**src/hdl/ics_pkg.sv**
```systemverilog
// Constants for the I2C channel select target.
// Assumes a single 20 MHz system clock and synchronous reset.
package ics_pkg;
  localparam int          CLK_HZ       = 20000000;
  localparam int          NUM_CH       = 8;
  localparam int          ADDR_W       = 7;
  localparam logic [7:0]  SEL_RESET    = 8'h00;
  localparam logic [7:0]  SEL_FIELD    = 8'h07;
  localparam int          SEL_LSB      = 0;
  localparam int          SEL_MSB      = 2;
  localparam logic        RW_WRITE     = 1'b0;
  localparam logic        RW_READ      = 1'b1;
  localparam logic [2:0]  BIT_LAST     = 3'h7;
  localparam logic [2:0]  BIT_FIRST    = 3'h0;
  localparam int          RST_MIN_NS   = 500;
  localparam int          RST_MIN_CYC  =
    (RST_MIN_NS * (CLK_HZ / 1000000) + 999) / 1000;
  localparam logic [4:0]  RST_CNT_MAX  = 5'(RST_MIN_CYC);
  localparam logic [6:0]  BASE_ADDR    = 7'h70;
  typedef enum logic [2:0] {
    ST_IDLE, ST_ADDR, ST_ADDR_ACK, ST_WDATA, ST_WACK,
    ST_RDATA, ST_RACK
  } ics_state_t;
endpackage : ics_pkg

```
**src/hdl/ics_sync.sv**
```systemverilog
// Two-flop synchroniser for asynchronous pin inputs.
// Assumes the input is a level from outside the sys_clk domain.
`timescale 1ns/10ps
module ics_sync #(
  parameter int          W       = 1,
  parameter logic [W-1:0] INIT   = '1
) (
  input  wire logic         sys_clk,
  input  wire logic         reset,
  input  wire logic [W-1:0] din,
  output logic      [W-1:0] dout
);
  logic [W-1:0] meta_q;
  always_ff @(posedge sys_clk) begin
    if (reset) begin
      meta_q <= INIT;
      dout   <= INIT;
    end else begin
      meta_q <= din;
      dout   <= meta_q;
    end
  end
endmodule : ics_sync

```
**src/hdl/ics_target.sv**
```systemverilog
// I2C target that holds bits 2:0 of the channel enable byte of a bus switch.
// Assumes scl and sda arrive as raw pins and are oversampled by sys_clk.
`timescale 1ns/10ps
module ics_target #(
  parameter int N_CH = ics_pkg::NUM_CH
) (
  input  wire logic            sys_clk,
  input  wire logic            reset,
  input  wire logic            rst_pin_n,
  input  wire logic [1:0]      addr_pins,
  input  wire logic            scl_in,
  input  wire logic            sda_in,
  output logic                 sda_out,
  output logic                 sda_oe,
  output logic [N_CH-1:0]      ch_enable
);
  logic [4:0]  sync_q;
  logic [1:0]  addr_s;
  logic        scl_s;
  logic        sda_s;
  logic        rstn_s;
  logic        scl_prev_q;
  logic        sda_prev_q;
  logic [4:0]  rst_cnt_q;
  logic        pin_rst;
  logic        clr;
  ics_pkg::ics_state_t state_q;
  logic [2:0]  bit_q;
  logic [7:0]  shift_q;
  logic [7:0]  pend_q;
  logic        pend_valid_q;
  logic [7:0]  sel_q;
  logic [6:0]  own_addr_q;
  logic        oe_q;

  // Address pins are pins too, so they get the same two flops
  ics_sync #(.W(5), .INIT(5'h1f)) u_sync (
    .sys_clk (sys_clk),
    .reset   (reset),
    .din     ({addr_pins, rst_pin_n, sda_in, scl_in}),
    .dout    (sync_q)
  );
  assign scl_s  = sync_q[0];
  assign sda_s  = sync_q[1];
  assign rstn_s = sync_q[2];
  assign addr_s = sync_q[4:3];

  wire scl_rise = scl_s & ~scl_prev_q;
  wire scl_fall = ~scl_s & scl_prev_q;
  wire start_c  = scl_s & scl_prev_q & sda_prev_q & ~sda_s;
  wire stop_c   = scl_s & scl_prev_q & ~sda_prev_q & sda_s;
  wire [7:0] rx_byte = {shift_q[6:0], sda_s};
  wire addr_hit = rx_byte[7:1] == own_addr_q;
  wire [7:0] rd_byte = sel_q;
  wire bit_done = bit_q == ics_pkg::BIT_LAST;
  // Controller pulls SDA low in the ack slot to ask for more
  wire ack_seen = ~sda_s;
  wire is_read  = shift_q[0] == ics_pkg::RW_READ;

  assign pin_rst = rst_cnt_q == ics_pkg::RST_CNT_MAX;
  assign clr     = reset | pin_rst;

  // Edge history starts high so reset never fakes an edge
  always_ff @(posedge sys_clk) begin
    if (reset) begin
      scl_prev_q <= 1'b1;
      sda_prev_q <= 1'b1;
      own_addr_q <= ics_pkg::BASE_ADDR;
    end else begin
      scl_prev_q <= scl_s;
      sda_prev_q <= sda_s;
      own_addr_q <= {ics_pkg::BASE_ADDR[6:2], addr_s};
    end
  end

  // Counter saturates so a held pin keeps clr asserted;
  // shorter glitches never reach it
  always_ff @(posedge sys_clk) begin
    if (reset || rstn_s) begin
      rst_cnt_q <= 5'h00;
    end else if (!pin_rst) begin
      rst_cnt_q <= rst_cnt_q + 5'h01;
    end
  end

  // Channel register; only STOP or clr (reset or pin reset) may move it
  always_ff @(posedge sys_clk) begin
    if (clr) begin
      sel_q <= ics_pkg::SEL_RESET;
    end else if (stop_c && pend_valid_q) begin
      sel_q <= pend_q & ics_pkg::SEL_FIELD;
    end
  end

  always_ff @(posedge sys_clk) begin
    if (clr)
      ch_enable <= '0;
    else
      ch_enable <= N_CH'(sel_q);
  end

  // Bus state machine; START and STOP win over any state
  always_ff @(posedge sys_clk) begin
    if (clr) begin
      state_q      <= ics_pkg::ST_IDLE;
      bit_q        <= ics_pkg::BIT_FIRST;
      shift_q      <= 8'h00;
      pend_q       <= 8'h00;
      pend_valid_q <= 1'b0;
      oe_q         <= 1'b0;
    end else if (start_c) begin
      state_q <= ics_pkg::ST_ADDR;
      bit_q   <= ics_pkg::BIT_FIRST;
      oe_q    <= 1'b0;
    end else if (stop_c) begin
      state_q      <= ics_pkg::ST_IDLE;
      pend_valid_q <= 1'b0;
      oe_q         <= 1'b0;
    end else begin
      case (state_q)
        ics_pkg::ST_IDLE: begin
          oe_q <= 1'b0;
        end
        ics_pkg::ST_ADDR, ics_pkg::ST_WDATA: begin
          if (scl_rise) begin
            shift_q <= rx_byte;
            bit_q   <= bit_q + 3'h1;
            if (bit_done) begin
              if (state_q == ics_pkg::ST_WDATA) begin
                pend_q       <= rx_byte;
                pend_valid_q <= 1'b1;
                state_q      <= ics_pkg::ST_WACK;
              end else if (addr_hit) begin
                state_q <= ics_pkg::ST_ADDR_ACK;
              end else begin
                state_q <= ics_pkg::ST_IDLE;
              end
            end
          end
          if (scl_fall && state_q == ics_pkg::ST_WDATA)
            oe_q <= 1'b0;
        end
        ics_pkg::ST_ADDR_ACK, ics_pkg::ST_WACK: begin
          // First fall opens the ack slot, second one ends it
          if (scl_fall) begin
            if (!oe_q) begin
              oe_q <= 1'b1;
            end else if (state_q == ics_pkg::ST_ADDR_ACK &&
                         is_read) begin
              state_q <= ics_pkg::ST_RDATA;
              shift_q <= rd_byte;
              bit_q   <= ics_pkg::BIT_FIRST;
              oe_q    <= ~rd_byte[7];
            end else begin
              state_q <= ics_pkg::ST_WDATA;
              bit_q   <= ics_pkg::BIT_FIRST;
              oe_q    <= 1'b0;
            end
          end
        end
        ics_pkg::ST_RDATA: begin
          // Next bit goes out just after SCL falls, well before it rises
          if (scl_fall) begin
            bit_q   <= bit_q + 3'h1;
            shift_q <= {shift_q[6:0], 1'b0};
            if (bit_done) begin
              state_q <= ics_pkg::ST_RACK;
              oe_q    <= 1'b0;
            end else begin
              oe_q    <= ~shift_q[6];
            end
          end
        end
        ics_pkg::ST_RACK: begin
          if (scl_rise) begin
            if (ack_seen) begin
              // Mark only: bit 7 must wait for SCL to fall
              bit_q <= ics_pkg::BIT_LAST;
            end else begin
              state_q <= ics_pkg::ST_IDLE;
            end
          end
          if (scl_fall && bit_done) begin
            state_q <= ics_pkg::ST_RDATA;
            shift_q <= rd_byte;
            bit_q   <= ics_pkg::BIT_FIRST;
            oe_q    <= ~rd_byte[7];
          end
        end
        default: state_q <= ics_pkg::ST_IDLE;
      endcase
    end
  end

  // Open drain: only ever pull low
  assign sda_out = 1'b0;
  assign sda_oe  = oe_q;
endmodule : ics_target

```
**config.mk**
```make
export PLATFORM = sky130hd
export DESIGN_NAME = ics_target
export DESIGN_NICKNAME = d
export VERILOG_FILES = /design/src/hdl/ics_pkg.sv /design/src/hdl/ics_sync.sv /design/src/hdl/ics_target.sv
export SDC_FILE = /design/constraint.sdc
export NUM_CORES = 1
export LEC_CHECK = 0
export ABC_AREA = 1
export BUFFER_PORTS_ARGS = -buffer_cell sky130_fd_sc_hd__buf_2
export CORE_UTILIZATION = 62
export CTS_CLUSTER_SIZE = 8
export DETAILED_ROUTE_END_ITERATION = 8
export GPL_ROUTABILITY_DRIVEN = 0
export PLACE_DENSITY = 0.84
export SETUP_SLACK_MARGIN = 0.02
export SLEW_MARGIN = 20
export SYNTH_ARGS = -nofsm -noshare
export SYNTH_HDL_FRONTEND = slang
export SYNTH_SLANG_ARGS = --single-unit
```
**constraint.sdc**
```tcl
create_clock -name sys_clk -period 3.98 [get_ports sys_clk]
set_clock_uncertainty 0.2 [all_clocks]
set_input_delay 0 -clock sys_clk [delete_from_list [all_inputs] [get_ports sys_clk]]
set_output_delay 0 -clock sys_clk [all_outputs]
set_load 0.005 [all_outputs]
```
==> impl_metrics.json <==
{
  "die_h_microns": 59,
  "regArea_sq_um": 861,
  "root_buffer": "clkbuf_4",
  "post_drt_wl_per_cell_microns": 11.7,
  "syn_inst": 273,
  "dieWidth_microns": 59,
  "rows": 20,
  "post-cts-setup-buffers": 0,
  "vdd_drop_max_uv": 369,
  "via_count": 1720,
  "setup_tns_ns": 0,
  "ys_top_cells_by_area": "dfxtp_1, nor2_1, nand2_1",
  "dp.cells": 322,
  "status": "finished, final reports clean",
  "grt_start_max_net_pins": 16,
  "postCtsResizedCells": 0,
  "drt_pass1_iterations": 5,
  "setup_viol": 0,
  "synth.top_cell.area_share": 0.427,
  "worstSetupEndpointType": "register",
  "grt_pass1_wl_microns": 6650,
  "mostFrequentLayoutCell": "nor2_1",
  "cts_buffers": 5,
  "final_cell_mix": "nor2_1, nand2_1, dfxtp_1",
  "start_kind": "register",
  "post-route-util": 0.730,
  "multi_input_area_sq_um": 998,
  "ios": 17,
  "netlist_area_sq_um": 2010,
  "worst_ep_arrival_time_ns": 2.27,
  "coreArea_sq_um": 3080,
  "path_max_fanout": 13,
  "synth_edf_count": 0,
  "h-tree-depth": 2,
  "clock_path_buffers": 2,
  "die_area_sq_um": 3480,
  "overflow": 0,
  "clk_pin_slew_ns": 0.12,
  "syn_avg_cell_area_sq_um": 7.38,
  "viasPerCell": 5.04,
  "instances_no_fill": 341,
  "drv_slew": 0,
  "drv_cap": 0,
  "cts_sinks": 43,
  "synth-seq-cells": 43,
  "synthArstFlopShare": 0,
  "yosysTopAreaCell": "dfxtp_1",
  "worstSkewPairLatency_ns": 0.35,
  "yosys.cell_types.count": 34,
  "ant_nets": 0,
  "holdCritPathClass": "register to register",
  "antenna_found_initial": 0,
  "worst_path_largest_cell_delay_ns": 0.39,
  "cts_tree": "yes",
  "drive_gt1_frac": 0.158,
  "required_ns": 4.07,
  "hold_viol": 0,
  "rsz0062_at_grt": "no",
  "synthToLayoutAreaGrowth_pct": 11.5,
  "wirelength_microns": 3980,
  "timing.fmax_mhz": 459,
  "finalCriticalPeriod_ns": 2.18,
  "num_antenna_cells": 0,
  "fin_nets": 307,
  "power.total_w": 0.00155,
  "synthFlopType": "dfxtp_1",
  "drc": 0,
  "ys.warnings.count": 0,
  "grtUsageTotal": 0.260,
  "power.density_nw_per_um2": 691,
  "num-fill-cells": 252,
  "start_util": 0.654,
  "p_leak_nw": 1.02,
  "dp_hpwl_microns": 2790,
  "slowest_stage": "dfxtp_1",
  "criticalPathCategory": "register to register",
  "drtIter0Drc": 63,
  "io_buffers": 10,
  "yosysSeqAreaShare": 0.427,
  "cp_cell_sequence": "inv_1 > ha_1 > nand3_2 > inv_1 > nor2_2 > inv_1 > nor3_2 > nand2_1 > a21oi_1",
  "grt_pass1_vias": 1587,
  "finalCritPeriodShare": 0.547,
  "crit_top_cell": "inv_1"
}
## worst paths after layout
check,from,endpoint,slack (ns),depth (start not counted)
max,rst_cnt_q[0],state_q[2],1.80,9
min,u_sync.meta_q[1],u_sync.dout[1],0.22,1
max reg2reg,rst_cnt_q[0],state_q[2],1.80,9
min reg2reg,u_sync.meta_q[1],u_sync.dout[1],0.22,1
## cell type report
cell class	instances	share of cell area
multi-input combinational	197	0.445
sequential	43	0.383
timing repair buffer	21	0.0713
inverter	28	0.0479
clock buffer	7	0.0245
tap	44	0.0245
clock inverter	1	0.00390
## cell families after synthesis
kind of cell,Yosys count,synth area share
buf+inv,38,0.0863
compound gates,32,0.0876
fa+ha+maj,4,0.0248
xor+xnor,3,0.0130
simple gates,152,0.359
flops,43,0.427
other cells,1,0.00186
## worst max-delay path, delay by kind of cell, from the launching register on
kind                     cells  cell delay (ns)
AND/OR/NAND/NOR              4             0.82
flip-flops                   1             0.39
buffers and inverters        3             0.39
adder cells (fa/ha/maj)      1             0.21
AO/OA/AOI/OAI                1             0.11
## cell usage after synthesis (2+ instances only)
cell type / n
a211oi_1: 2
a21oi_1: 9
buf_2: 2
buf_4: 7
dfxtp_1: 43
ha_1: 4
inv_1: 22
inv_2: 5
nand2_1: 49
nand2_2: 3
nand3_1: 15
nand3b_1: 3
nor2_1: 54
nor2_2: 3
nor2_4: 2
nor3_1: 5
nor3_2: 2
o2111ai_1: 2
o21ai_0: 16
or2_2: 10
xnor2_1: 2
## flip-flops by register name, indices dropped and copies added (netlist names)
signal	cells
shift_q	7
rst_cnt_q	5
u_sync.dout	5
u_sync.meta_q	5
bit_q	3
ch_enable	3
pend_q	3
rd_byte	3
state_q	3
own_addr_q	2
pend_valid_q	1
scl_prev_q	1
sda_oe	1
sda_prev_q	1
## report_power, final
part           total [W]  switching (W)  internal (W)
Sequential      0.000576      0.0000704      0.000506
Clock           0.000229       0.000141     0.0000879
Combinational   0.000746       0.000489      0.000257
Total            0.00155       0.000701      0.000850
## per-layer routing
| metal | share of wire | up-vias | GRT usage |
|---|---|---|---|
| met5 | 0 | - | 0 |
| met4 | 0.015 | 0 | 0.109 |
| met3 | 0.045 | 6 | 0.0611 |
| met2 | 0.48 | 51 | 0.455 |
| met1 | 0.46 | 759 | 0.305 |
| li1 | - | 904 | - |
## through the flow
stage / setup WS (ns) / hold WS [ns] / cell area [sq um]
final: 1.80 / 0.224 / 2250
after global routing: 1.60 / 0.237 / 2250
after CTS: 1.82 / 0.215 / 2250
after detailed placement: 1.84 / -0.0139 / 2070
after global placement: 1.95 / -0.0158 / 2070
after floorplan: 2.33 / -0.0962 / 2030
## what timing repair did
| action | in CTS | in global routing |
|---|---|---|
| hold buffers | 11 | 0 |
| endpoints found under the setup margin | 0 | 0 |
| hold endpoints to repair | 29 | 0 |
(Power assumes the default switching activity.)
